File: config.mk
export PLATFORM = sky130hd
export DESIGN_NAME = rdy_proc_end_flat
export DESIGN_NICKNAME = d
export VERILOG_FILES = /design/src/hw/rdy_pkg.sv /design/src/hw/rdy_link_if.sv /design/src/hw/rdy_ctl.sv /design/src/hw/rdy_proc_end.sv /design/src/flat_wrapper.sv
export SDC_FILE = /design/constraint.sdc
export NUM_CORES = 1
export LEC_CHECK = 0
export BUFFER_PORTS_ARGS = -buffer_cell sky130_fd_sc_hd__buf_2
export CORE_UTILIZATION = 48
export DETAILED_ROUTE_END_ITERATION = 7
export HOLD_SLACK_MARGIN = 0.12
export PLACE_DENSITY_LB_ADDON = 0.25
export SKIP_CTS_REPAIR_TIMING = 1
export SYNTH_ARGS = -nofsm -noshare
export SYNTH_HDL_FRONTEND = slang
export SYNTH_SLANG_ARGS = --single-unit
export TNS_END_PERCENT = 100
File: constraint.sdc
create_clock -name clk -period 1.7 [get_ports clk]
set_input_delay 0.085 -clock clk [delete_from_list [all_inputs] [get_ports clk]]
set_output_delay 0.085 -clock clk [all_outputs]
set_load 0.02 [all_outputs]
File: src/hw/rdy_pkg.sv
// Purpose: shared constants and types for the bus ready logic
// Assumes: one clock (bus_phase_clock domain), synchronous reset
// Notes: ready signals are active low on the link
package rdy_pkg;
    localparam int unsigned WAIT_W = 3;
    localparam logic [2:0] WAIT_MAX = 3'h7;
    localparam logic [2:0] WAIT_ZERO = 3'h0;
    localparam int unsigned NUM_REGIONS = 4;
    localparam logic [1:0] REGION_NONE = 2'h0;
    localparam int NUM_BUSES = 2;
    localparam logic [1:0] BUSES_IDLE_N = 2'h3;
    localparam logic [1:0] BUSES_NONE = 2'h0;
    localparam logic [2:0] WAIT_STEP = 3'h1;

    typedef enum logic [1:0]
    {
        RDY_MODE_INT = 2'h0,
        RDY_MODE_EXT = 2'h1,
        RDY_MODE_OR = 2'h2,
        RDY_MODE_AND = 2'h3
    } rdy_mode_t;

    typedef enum logic [1:0]
    {
        RDY_ST_IDLE = 2'h0,
        RDY_ST_WAIT = 2'h1,
        RDY_ST_HOLD = 2'h2
    } rdy_state_t;
endpackage

File: src/hw/rdy_link_if.sv
// Purpose: link between processor bus ends and external ready logic
// Assumes: per bus one active-low strobe, a region code and one ready_n
// Notes: index 0 is the primary bus, index 1 the expansion bus
`timescale 1ns/1ps
interface rdy_link_if;
    logic [1:0] strobe_n;
    logic [1:0] region_0;
    logic [1:0] region_1;
    logic [1:0] ready_n;

    modport proc
    (
        output strobe_n,
        output region_0,
        output region_1,
        input ready_n
    );

    modport ext
    (
        input strobe_n,
        input region_0,
        input region_1,
        output ready_n
    );
endinterface

File: src/hw/rdy_ctl.sv
// Purpose: ready control for one bus: wait counter combined with ready_n
// Assumes: strobe_n low for the whole cycle; cycle ends on done pulse
// Notes: two copies live in the processor end, one per bus
`timescale 1ns/1ps
module rdy_ctl
(
    input wire logic clk,
    input wire logic rst,
    input wire rdy_pkg::rdy_mode_t mode,
    input wire logic [2:0] wait_count,
    input wire logic start,
    input wire logic ext_ready_n,
    output logic done
);
    rdy_pkg::rdy_state_t state_q;
    rdy_pkg::rdy_state_t state_d;
    logic [2:0] count_q;
    logic [2:0] count_d;
    logic int_ready_n;
    logic ext_rdy;
    logic int_rdy;
    logic fin;

    // internal ready, active low like the pin
    assign int_ready_n = !((state_q == rdy_pkg::RDY_ST_HOLD) ||
        (state_q == rdy_pkg::RDY_ST_WAIT && count_q == rdy_pkg::WAIT_ZERO));
    assign ext_rdy = !ext_ready_n;
    assign int_rdy = !int_ready_n;

    always_comb
    begin
        case (mode)
            rdy_pkg::RDY_MODE_INT: fin = int_rdy;
            rdy_pkg::RDY_MODE_EXT: fin = ext_rdy;
            rdy_pkg::RDY_MODE_OR: fin = int_rdy | ext_rdy;
            rdy_pkg::RDY_MODE_AND: fin = int_rdy & ext_rdy;
            default: fin = int_rdy;
        endcase
    end

    always_comb
    begin
        state_d = state_q;
        count_d = count_q;
        done = 1'b0;
        case (state_q)
            rdy_pkg::RDY_ST_IDLE:
            begin
                if (start)
                begin
                    state_d = rdy_pkg::RDY_ST_WAIT;
                    count_d = wait_count;
                end
            end
            rdy_pkg::RDY_ST_WAIT:
            begin
                if (fin)
                begin
                    done = 1'b1;
                    state_d = rdy_pkg::RDY_ST_IDLE;
                end
                else if (count_q == rdy_pkg::WAIT_ZERO)
                begin
                    state_d = rdy_pkg::RDY_ST_HOLD;
                end
                else
                begin
                    count_d = count_q - rdy_pkg::WAIT_STEP;
                end
            end
            rdy_pkg::RDY_ST_HOLD:
            begin
                if (fin)
                begin
                    done = 1'b1;
                    state_d = rdy_pkg::RDY_ST_IDLE;
                end
            end
            default: state_d = rdy_pkg::RDY_ST_IDLE;
        endcase
    end

    always_ff @(posedge clk)
    begin
        if (rst)
        begin
            state_q <= rdy_pkg::RDY_ST_IDLE;
            count_q <= rdy_pkg::WAIT_ZERO;
        end
        else
        begin
            state_q <= state_d;
            count_q <= count_d;
        end
    end
endmodule

File: src/hw/rdy_proc_end.sv
// Purpose: processor end: runs bus cycles on both buses with ready logic
// Assumes: user requests one cycle per bus with req pulse and region code
// Notes: each cycle has at least one strobe-low clock; done closes it
`timescale 1ns/1ps
// Behaviour
// separate ready logic for primary and expansion
// completion from counter, ready, AND or OR
// wait count applies to every external cycle
// both ready indications are active low
// OR mode ends on first ready
// counter supports up to seven waits
// OR mode: counter expiry ends unanswered cycle
// external logic restarts sequence each cycle
// AND mode ends when both ready
// AND mode needs external ready per device
// expired counter holds ready until external ready
// external per-region readies merged by one OR
// asserted ready input always completes cycle; code: only in RDY_MODE_EXT and RDY_MODE_OR, and in RDY_MODE_AND after counter expiry
// rest-asserted ready: slow devices deassert quickly
// rest-deasserted ready: select-driven or delayed ready
// one or two flops give one/two waits
// more waits: more stages or internal counter
// address space split into per-region selects
// counter loads, decrements, ready at zero
module rdy_proc_end
(
    input wire logic clk,
    input wire logic rst,
    rdy_link_if.proc link,
    input wire rdy_pkg::rdy_mode_t prim_mode,
    input wire logic [2:0] prim_wait,
    input wire logic prim_req,
    input wire logic [1:0] prim_region,
    output logic prim_busy,
    output logic prim_done,
    input wire rdy_pkg::rdy_mode_t exp_mode,
    input wire logic [2:0] exp_wait,
    input wire logic exp_req,
    input wire logic [1:0] exp_region,
    output logic exp_busy,
    output logic exp_done
);
    logic [1:0] strobe_n_q;
    logic [1:0] strobe_n_d;
    logic [1:0] busy_q;
    logic [1:0] busy_d;
    logic [1:0] reg0_q;
    logic [1:0] reg0_d;
    logic [1:0] reg1_q;
    logic [1:0] reg1_d;
    rdy_pkg::rdy_mode_t prim_mode_q;
    rdy_pkg::rdy_mode_t prim_mode_d;
    rdy_pkg::rdy_mode_t exp_mode_q;
    rdy_pkg::rdy_mode_t exp_mode_d;
    logic [1:0] done_q;
    logic [1:0] done_d;
    logic [1:0] start;
    logic [1:0] fin;
    logic [1:0] req;

    // an idle bus (strobe high) takes a pending request
    function automatic logic cycle_take(input logic line_n, input logic want);
        cycle_take = line_n && want;
    endfunction

    // an open cycle (strobe low) closes when its ready logic says done
    function automatic logic cycle_close(input logic line_n, input logic ends);
        cycle_close = !line_n && ends;
    endfunction

    assign req = {exp_req, prim_req};
    assign link.strobe_n = strobe_n_q;
    assign link.region_0 = reg0_q;
    assign link.region_1 = reg1_q;
    assign prim_busy = busy_q[0];
    assign exp_busy = busy_q[1];
    assign prim_done = done_q[0];
    assign exp_done = done_q[1];

    // a cycle starts the clock after the request is taken; a request
    // seen while busy is not stored and must be held, so back-to-back cycles always
    // leave one strobe-high clock for the external logic to restart
    always_comb
    begin
        strobe_n_d = strobe_n_q;
        start = rdy_pkg::BUSES_NONE;
        for (int i = 0; i < rdy_pkg::NUM_BUSES; i++)
        begin
            if (cycle_take(strobe_n_q[i], req[i]))
            begin
                strobe_n_d[i] = 1'b0;
                start[i] = 1'b1;
            end
            else if (cycle_close(strobe_n_q[i], fin[i]))
            begin
                strobe_n_d[i] = 1'b1;
            end
        end
        busy_d = ~strobe_n_d;
    end

    always_ff @(posedge clk)
    begin
        if (rst)
        begin
            strobe_n_q <= rdy_pkg::BUSES_IDLE_N;
            busy_q <= rdy_pkg::BUSES_NONE;
        end
        else
        begin
            strobe_n_q <= strobe_n_d;
            busy_q <= busy_d;
        end
    end

    // region codes are latched as a cycle opens and kept until the next
    always_comb
    begin
        reg0_d = reg0_q;
        reg1_d = reg1_q;
        if (start[0])
        begin
            reg0_d = prim_region;
        end
        if (start[1])
        begin
            reg1_d = exp_region;
        end
    end

    always_ff @(posedge clk)
    begin
        if (rst)
        begin
            reg0_q <= rdy_pkg::REGION_NONE;
            reg1_q <= rdy_pkg::REGION_NONE;
        end
        else
        begin
            reg0_q <= reg0_d;
            reg1_q <= reg1_d;
        end
    end

    // mode is held for the whole cycle, so a change at the inputs
    // while a cycle is open cannot retime or cut short that cycle
    always_comb
    begin
        prim_mode_d = prim_mode_q;
        exp_mode_d = exp_mode_q;
        if (start[0])
        begin
            prim_mode_d = prim_mode;
        end
        if (start[1])
        begin
            exp_mode_d = exp_mode;
        end
    end

    always_ff @(posedge clk)
    begin
        if (rst)
        begin
            prim_mode_q <= rdy_pkg::RDY_MODE_INT;
            exp_mode_q <= rdy_pkg::RDY_MODE_INT;
        end
        else
        begin
            prim_mode_q <= prim_mode_d;
            exp_mode_q <= exp_mode_d;
        end
    end

    // done rises with the strobe, one clock after the close
    always_comb
    begin
        done_d = rdy_pkg::BUSES_NONE;
        for (int i = 0; i < rdy_pkg::NUM_BUSES; i++)
        begin
            done_d[i] = cycle_close(strobe_n_q[i], fin[i]);
        end
    end

    always_ff @(posedge clk)
    begin
        if (rst)
        begin
            done_q <= rdy_pkg::BUSES_NONE;
        end
        else
        begin
            done_q <= done_d;
        end
    end

    // independent copies, one per bus
    rdy_ctl u_prim_rdy
    (
        .clk(clk),
        .rst(rst),
        .mode(prim_mode_q),
        .wait_count(prim_wait),
        .start(start[0]),
        .ext_ready_n(link.ready_n[0]),
        .done(fin[0])
    );

    rdy_ctl u_exp_rdy
    (
        .clk(clk),
        .rst(rst),
        .mode(exp_mode_q),
        .wait_count(exp_wait),
        .start(start[1]),
        .ext_ready_n(link.ready_n[1]),
        .done(fin[1])
    );
endmodule

File: src/flat_wrapper.sv
// flat-port wrapper written by rule: the top's interface ports become plain ports
module rdy_proc_end_flat 
  (clk, rst, prim_mode, prim_wait, prim_req, prim_region, prim_busy, prim_done, exp_mode, exp_wait, exp_req, exp_region, exp_busy, exp_done, link_strobe_n, link_region_0, link_region_1, link_ready_n);
  rdy_link_if link_i ();
  input wire logic clk;
  input wire logic rst;
  input wire rdy_pkg::rdy_mode_t prim_mode;
  input wire logic [2:0] prim_wait;
  input wire logic prim_req;
  input wire logic [1:0] prim_region;
  output logic prim_busy;
  output logic prim_done;
  input wire rdy_pkg::rdy_mode_t exp_mode;
  input wire logic [2:0] exp_wait;
  input wire logic exp_req;
  input wire logic [1:0] exp_region;
  output logic exp_busy;
  output logic exp_done;
  output wire logic [$bits(link_i.strobe_n)-1:0] link_strobe_n;
  output wire logic [$bits(link_i.region_0)-1:0] link_region_0;
  output wire logic [$bits(link_i.region_1)-1:0] link_region_1;
  input wire logic [$bits(link_i.ready_n)-1:0] link_ready_n;
  assign link_strobe_n = link_i.strobe_n;
  assign link_region_0 = link_i.region_0;
  assign link_region_1 = link_i.region_1;
  assign link_i.ready_n = link_ready_n;
  rdy_proc_end u_core (.clk(clk), .rst(rst), .link(link_i), .prim_mode(prim_mode), .prim_wait(prim_wait), .prim_req(prim_req), .prim_region(prim_region), .prim_busy(prim_busy), .prim_done(prim_done), .exp_mode(exp_mode), .exp_wait(exp_wait), .exp_req(exp_req), .exp_region(exp_region), .exp_busy(exp_busy), .exp_done(exp_done));
endmodule
==> results.md, run 1 <==
- Clock power share: 0.152
- Routed vias: 1358
- Drt total wl: 3.228 mm
- Dominant cells by area after synthesis: dfxtp_1 34%, ha_1 8.9%, a21oi_1 7.5%, nand2_1 5.4%, inv_1 4.5%
- Uppermost layer routed: met4
- Initial antenna violation count: 0
- Die ar.: 3142 sq um
- Reg2reg setup slack: 0.09 ns
- Synth Net Count: 199
- Detailed Routing Iterations Pass 1: 4
- H-tree Lvls: 1
- Latest clock arrival within the worst-skew pair: 0.31 ns
- Filler cells: 225
- DR vias/cell: 5.389
- TritonCTS buffer count: 3
- Synth top cells by count: 24 x dfxtp_1, 21 x a21oi_1, 20 x nand2_1, 17 x inv_1, 10 x ha_1
- Number of distinct library cells after synthesis: 39
- Clock-pin slew on the worst setup and hold paths: 0.14 ns
- Synth area leader: dfxtp_1
- Tmin final: 1.607 ns
- First-pass GRT wire length: 5.030 mm
- Critical path class: reg -> reg
- Worst Skew: 0.009047 ns
- Worst r2r src: u_core.u_prim_rdy.count_q[0]
- Setup crit end kind: flip-flop
- Largest net degree at the start of global routing: 27
- Post-Route M1 WL: 1.427 mm
- Clock tree buffer depth: 2
- Reg2reg end: u_core.u_prim_rdy.count_q[2]
- TritonCTS clock tree: built
- Die height: 56.06 um
- Hpwl dp: 2.238 mm
- Met2 WL: 1.675 mm
- Initial cell density of the core: 0.5086
- Hold Path Origin: prim_wait[2]
- HP Class: in -> reg
- Total GRT Usage: 0.1974
- Setup ws final: 0.09284 ns
- Ant diodes: 0
- Seq pwr share: 0.351
- Pleak: 0.7900 nW
- Number of synthesized flops with an enable pin: 0
- Worst Hold End: u_core.u_prim_rdy.count_q[2]
- Number of synthesized register bits: 24
- Pwr Density: 1066 nW/um^2
- Synth top area share: 0.3426
- Share of layout cells above drive strength 1: 0.2579
- Hold Vio Cnt, Final: 0
- I/O pin count: 30
- Vias in the first global route: 1237
- Reg2Reg Depth: 7
- Synth Flop Type: dfxtp_1
- Status: finished clean
- Req. time, crit path: 1.90 ns
- Starting DRT DRC Count: 64
- Maximum vdd drop: 686.2 uV
- Top-count cell post-synth: dfxtp_1
- Net Switching: 754.8 uW
- Synth async-reset ratio: 0
- Core area: 2758 sq um
- Combinational share of power: 0.496
- Syn-to-layout area delta: 32.29%
- Max-slew violations: 0
- Metal3 WL: 91 um
- Post-DRT Antenna Nets: 0
- Critical Path Source Type: flip-flop
- Synthesized area: 1403 sq um
- Part of the Yosys area used for sequential elements: 0.3426
- Fmax: 622.2 MHz
- Max-slew headroom: 0.6914
- Endpoints failing setup: 0
- Hold Slack: 0.1108 ns
- FP Rows: 19
- Switching share of power: 0.3817
- Period Utilization, post-route: 0.9454
- Clock Sinks: 24
- Max-cap violations: 0
- Worst slew pin tran: 0.4628 ns
- Syn. warnings: 0
- Final #Nets: 252
- GPL Wtd Cong: 0.8866
- Buffers added on ports: 29
- Internal: 1.223 mW
- Die X: 56.06 um
- Syn Inst Count: 169
- Max FO, Critical Path: 6
- Root buffer cell: clkbuf_4
- Arrival time worst endpoint: 1.81 ns
- Pre-CTS WS: -0.01863 ns
- Residual DRC: 0
- WHS Path Cells: 3
- Syn_area_per_cell: 8.299 sq um
- Wire per inst: 12.81 um
- GRT overflow: 0
[worst max-delay path: stages (launching register included)]
cell and delay [ns]:
dfxtp_2 0.35, inv_1 0.06, ha_2 0.19, and3b_4 0.21
o311ai_4 0.27, nand3_2 0.16, a21oi_1 0.15, o32ai_1 0.09
[worst max-delay path by stage]
stage | slack (ns) | depth (start not counted) | end | from
floorplan | 0.01 | 8 | u_core.u_prim_rdy.count_q[1] | u_core.u_prim_rdy.state_q[1]
global placement | 0.05 | 7 | u_core.u_exp_rdy.count_q[1] | u_core.u_exp_rdy.state_q[0]
detailed placement | -0.02 | 7 | u_core.u_exp_rdy.count_q[1] | u_core.u_exp_rdy.state_q[0]
CTS | -0.04 | 7 | u_core.u_exp_rdy.count_q[1] | u_core.u_exp_rdy.state_q[0]
global route | -0.01 | 7 | u_core.busy_q[1] | u_core.u_exp_rdy.count_q[0]
finish | 0.09 | 7 | u_core.u_prim_rdy.count_q[2] | u_core.u_prim_rdy.count_q[0]
[layer usage]
layer	GRT usage	up-vias
li1	-	704
met1	0.2315	631
met2	0.3571	19
met3	0.02558	4
met4	0.08362	0
met5	0	-
[flip-flops by register name (all words and copies together) (netlist names)]
register and count:
u_core.done_q 2, u_core.link.region_0 2, u_core.busy_q 2, u_core.link.region_1 2, u_core.u_prim_rdy.count_q 3, u_core.u_exp_rdy.count_q 3
u_core.u_exp_rdy.state_q 2, u_core.link.strobe_n 2, u_core.u_prim_rdy.state_q 2, u_core.exp_mode_q 2, u_core.prim_mode_q 2
[per-stage QoR]
stage	cells	area [sq um]	power [mW]	setup TNS [ns]	utilization
after CTS	234	1645	1.844	-0.07176	0.5966
after global routing	252	1856	2.121	-0.04056	0.6729
final	252	1856	1.978	0	0.6729
after global placement	230	1609	1.509	0	0.5835
after detailed placement	230	1609	1.545	-0.01905	0.5835
after floorplan	169	1408	1.362	0	-
[area by class of cell]
cell class              instances  area (sq um)  area share
inverters                      17         63.81     0.03439
multi-input cells             123         868.3      0.4680
repair buffers                 53         365.4      0.1969
well taps                      31         38.79     0.02090
flip-flops and latches         24         483.0      0.2603
clock buffers                   4         36.28     0.01955
[power groups by stage]
stage | sequential [mW] | combinational (mW) | clock (mW)
floorplan | 0.716 | 0.646 | 0
global placement | 0.698 | 0.811 | 0
detailed placement | 0.703 | 0.842 | 0
CTS | 0.690 | 0.846 | 0.308
global route | 0.706 | 1.09 | 0.327
finish | 0.695 | 0.981 | 0.301
[placed cells by master (no fill, tap or decap), drive strengths merged, types with 2 or more instances in the layout]
master,n
o21a,2
o32ai,2
a21oi,22
nor2b,5
a32o,2
a211oi,5
inv,17
o311ai,2
nor3,6
o21ai,5
dfxtp,24
dlygate4sd3,16
nand2,20
nor2,6
nand2b,9
clkbuf,4
a21o,2
and2,2
nand3,6
mux2i,2
buf,37
a31oi,2
ha,10
[kinds of logic after synthesis]
| logic type | after synthesis | share of synthesized area |
|---|---|---|
| fa+ha+maj | 10 | 0.08921 |
| flops | 24 | 0.3426 |
| simple gates | 59 | 0.2221 |
| mux | 3 | 0.02230 |
| buf+inv | 22 | 0.06512 |
| compound gates | 51 | 0.2587 |
(Power assumes the default switching activity.)
==> inputs of run 2 (changes only) <==
--- a/config.mk
+++ b/config.mk
@@ -6,12 +6,14 @@
 export NUM_CORES = 1
 export LEC_CHECK = 0
 export BUFFER_PORTS_ARGS = -buffer_cell sky130_fd_sc_hd__buf_2
-export CORE_UTILIZATION = 48
+export CORE_UTILIZATION = 49
 export DETAILED_ROUTE_END_ITERATION = 7
 export HOLD_SLACK_MARGIN = 0.12
+export MAX_ROUTING_LAYER = met4
 export PLACE_DENSITY_LB_ADDON = 0.25
 export SKIP_CTS_REPAIR_TIMING = 1
 export SYNTH_ARGS = -nofsm -noshare
 export SYNTH_HDL_FRONTEND = slang
+export SYNTH_HIERARCHICAL = 1
 export SYNTH_SLANG_ARGS = --single-unit
 export TNS_END_PERCENT = 100
==> results.md, run 2 <==
- Largest registers: u_core/u_exp_rdy/count_q (3), u_core/u_prim_rdy/count_q (3)
- First-pass GRT wire length: 5.409 mm
- Most frequent cells in the layout: 29 x buf_2, 20 x dfxtp_1, 14 x inv_1
- Core area: 2853 sq um
- Root buffer cell: clkbuf_4
- Die height: 58.00 um
- Req. time, crit path: 1.92 ns
- Power consumption: 2.121 mW
- Reg2Reg Depth: 6
- Setup crit end kind: flip-flop
- Die X: 58.00 um
- CP max stage cell: dfxtp_2
- Number of distinct library cells after synthesis: 36
- Worst r2r src: u_core/u_exp_rdy/state_q[0]
- Worst path max stage delay: 0.38 ns
- DR vias/cell: 5.829
- Synth area leader: dfxtp_1
- Latest clock arrival within the worst-skew pair: 0.32 ns
- Multi-input logic area: 969.7 sq um
- Clock tree buffer depth: 2
- Detailed Routing Iterations Pass 1: 6
- Max FO, Critical Path: 6
- TritonCTS buffer count: 3
- Die ar.: 3363 sq um
- Max-slew headroom: 0.6859
- Clock power share: 0.201
- Endpoints failing setup: 0
- Final core occ: 0.6632
- Syn Inst Count: 173
- Initial cell density of the core: 0.5386
- Ant diodes: 0
- Status: complete, but fails checks
- Failing checks: DRC
- Hold Vio Cnt, Final: 0
- FP Rows: 19
- Pwr Density: 1121 nW/um^2
- Total GRT Usage: 0.2077
- Synth top area share: 0.3127
- Part of the Yosys area used for sequential elements: 0.3127
- Maximum vdd drop: 560.6 uV
- H-tree Lvls: 1
- Tmin final: 1.643 ns
- Syn_area_per_cell: 8.881 sq um
- Design Area, Final: 1892 sq um
- Post-DRT Antenna Nets: 0
- Synth async-reset ratio: 0
- Net Switching: 783.9 uW
- Largest net degree at the start of global routing: 27
- Commonest non-fill, non-tap cell in the layout: buf_2
- Filler cells: 232
- Reg area: 485.5 sq um
- Synthesized area: 1536 sq um
- Max-slew violations: 0
- Worst Skew: 0.006833 ns
- Wire per inst: 13.51 um
- Buffers added on ports: 29
- Starting DRT DRC Count: 49
- GRT overflow: 0
- GPL Wtd Cong: 0.8426
- I/O pin count: 30
- Final #Nets: 246
- Hpwl dp: 2.335 mm
- Seq pwr share: 0.337
- HP Class: in -> reg
- Clock-pin slew on the worst setup and hold paths: 0.15 ns
- Vias in the first global route: 1307
- Hold Path Origin: prim_req
- Switching share of power: 0.3696
- Reg2reg setup slack: 0.06 ns
- Synth Flop Type: dfxtp_1
- Syn-to-layout area delta: 23.13%
- Worst slew pin tran: 0.4712 ns
- Number of synthesized register bits: 24
- Critical-path cell list: inv_1 > ha_2 > a21bo_1 > o211ai_2 > a21o_1 > a2111oi_2
- Routed vias: 1434
- Post-DP Area: 1698 sq um
- Period Utilization, post-route: 0.9664
- WHS Path Cells: 3
- Arrival time worst endpoint: 1.87 ns
- Residual DRC: 2
- Pre-CTS WS: 0.02055 ns
- Max-cap violations: 0
- Critical Path Source Type: flip-flop
- Critical path class: reg -> reg
- Clock Sinks: 24
- Dominant cells by area after synthesis: dfxtp_1 31%, ha_1 8.1%, a21bo_1 6.5%, o21ai_0 3.9%, inv_1 3.4%
- Fmax: 608.7 MHz
- Internal: 1.337 mW
- Number of synthesized flops with an enable pin: 0
- Setup ws final: 0.05708 ns
- Synth top cells by count: 24 x dfxtp_1, 14 x inv_1, 12 x nor2_1, 12 x o21ai_0
- Combinational share of power: 0.463
- Syn. warnings: 6
- Synth Net Count: 203
- Share of layout cells above drive strength 1: 0.3070
- Drt total wl: 3.324 mm
- Initial antenna violation count: 0
- RSZ-0062 raised after global routing: false
- Worst Hold End: u_core/prim_mode_q[0]
- Pleak: 0.8174 nW
- Top-count cell post-synth: dfxtp_1
- Reg2reg end: u_core/u_exp_rdy/count_q[1]
- TritonCTS clock tree: built
- TNS Setup: 0 ns
==> run 2: layer usage <==
metal | share of wire | global-route usage | routed length (um)
met5 | 0 | - | 0
met4 | 0.0072 | 0.06463 | 24
met3 | 0.038 | 0.02455 | 127
met2 | 0.47 | 0.3498 | 1575
met1 | 0.48 | 0.2605 | 1597
==> run 2: metrics by stage <==
stage          hold slack (ns)  cells
6_report               0.09289    246
5_1_grt                 0.1205    246
4_1_cts              -0.009517    235
3_5_place_dp            0.3500    231
3_3_place_gp            0.3367    231
2_1_floorplan           0.1539    173
==> run 2: cell type report <==
class | instances | area share
clock buffer | 3 | 0.01190
clock inverter | 1 | 0.01587
inverter | 14 | 0.02778
multi-input combinational | 128 | 0.5126
sequential | 24 | 0.2566
tap | 31 | 0.02050
timing repair buffer | 45 | 0.1548
==> run 2: critical path: cells and delay by family (launching register included) <==
kind	cells	cell delay [ns]
buf+inv	1	0.07
flops	1	0.38
compound gates	4	0.90
fa+ha+maj	1	0.22
==> run 2: worst max-delay path by stage <==
stage	start	end	slack, ns	cells past startpoint
global route	u_core/u_exp_rdy/state_q[0]	u_core/u_exp_rdy/count_q[1]	0.005	6
CTS	u_core/u_exp_rdy/state_q[0]	u_core/u_exp_rdy/count_q[1]	-0.02	6
finish	u_core/u_exp_rdy/state_q[0]	u_core/u_exp_rdy/count_q[1]	0.06	6
floorplan	u_core/u_exp_rdy/state_q[0]	u_core/u_exp_rdy/count_q[1]	0.17	6
detailed placement	u_core/u_exp_rdy/state_q[0]	u_core/u_exp_rdy/count_q[1]	0.02	6
global placement	u_core/u_exp_rdy/state_q[0]	u_core/u_exp_rdy/count_q[1]	0.13	6
==> run 2: cell families after synthesis <==
kind of cell | synth area share
xor+xnor | 0.02117
fa+ha+maj | 0.08143
flops | 0.3127
mux | 0.01303
buf+inv | 0.07328
simple gates | 0.1873
compound gates | 0.3111
==> run 2: power groups by stage <==
stage               logic (mW)  registers (mW)  clock network (mW)
floorplan                0.686           0.730                   0
global placement         0.880           0.713                   0
detailed placement       0.919           0.718                   0
CTS                      0.927           0.707               0.432
global route              1.10           0.724               0.448
finish                   0.981           0.714               0.425
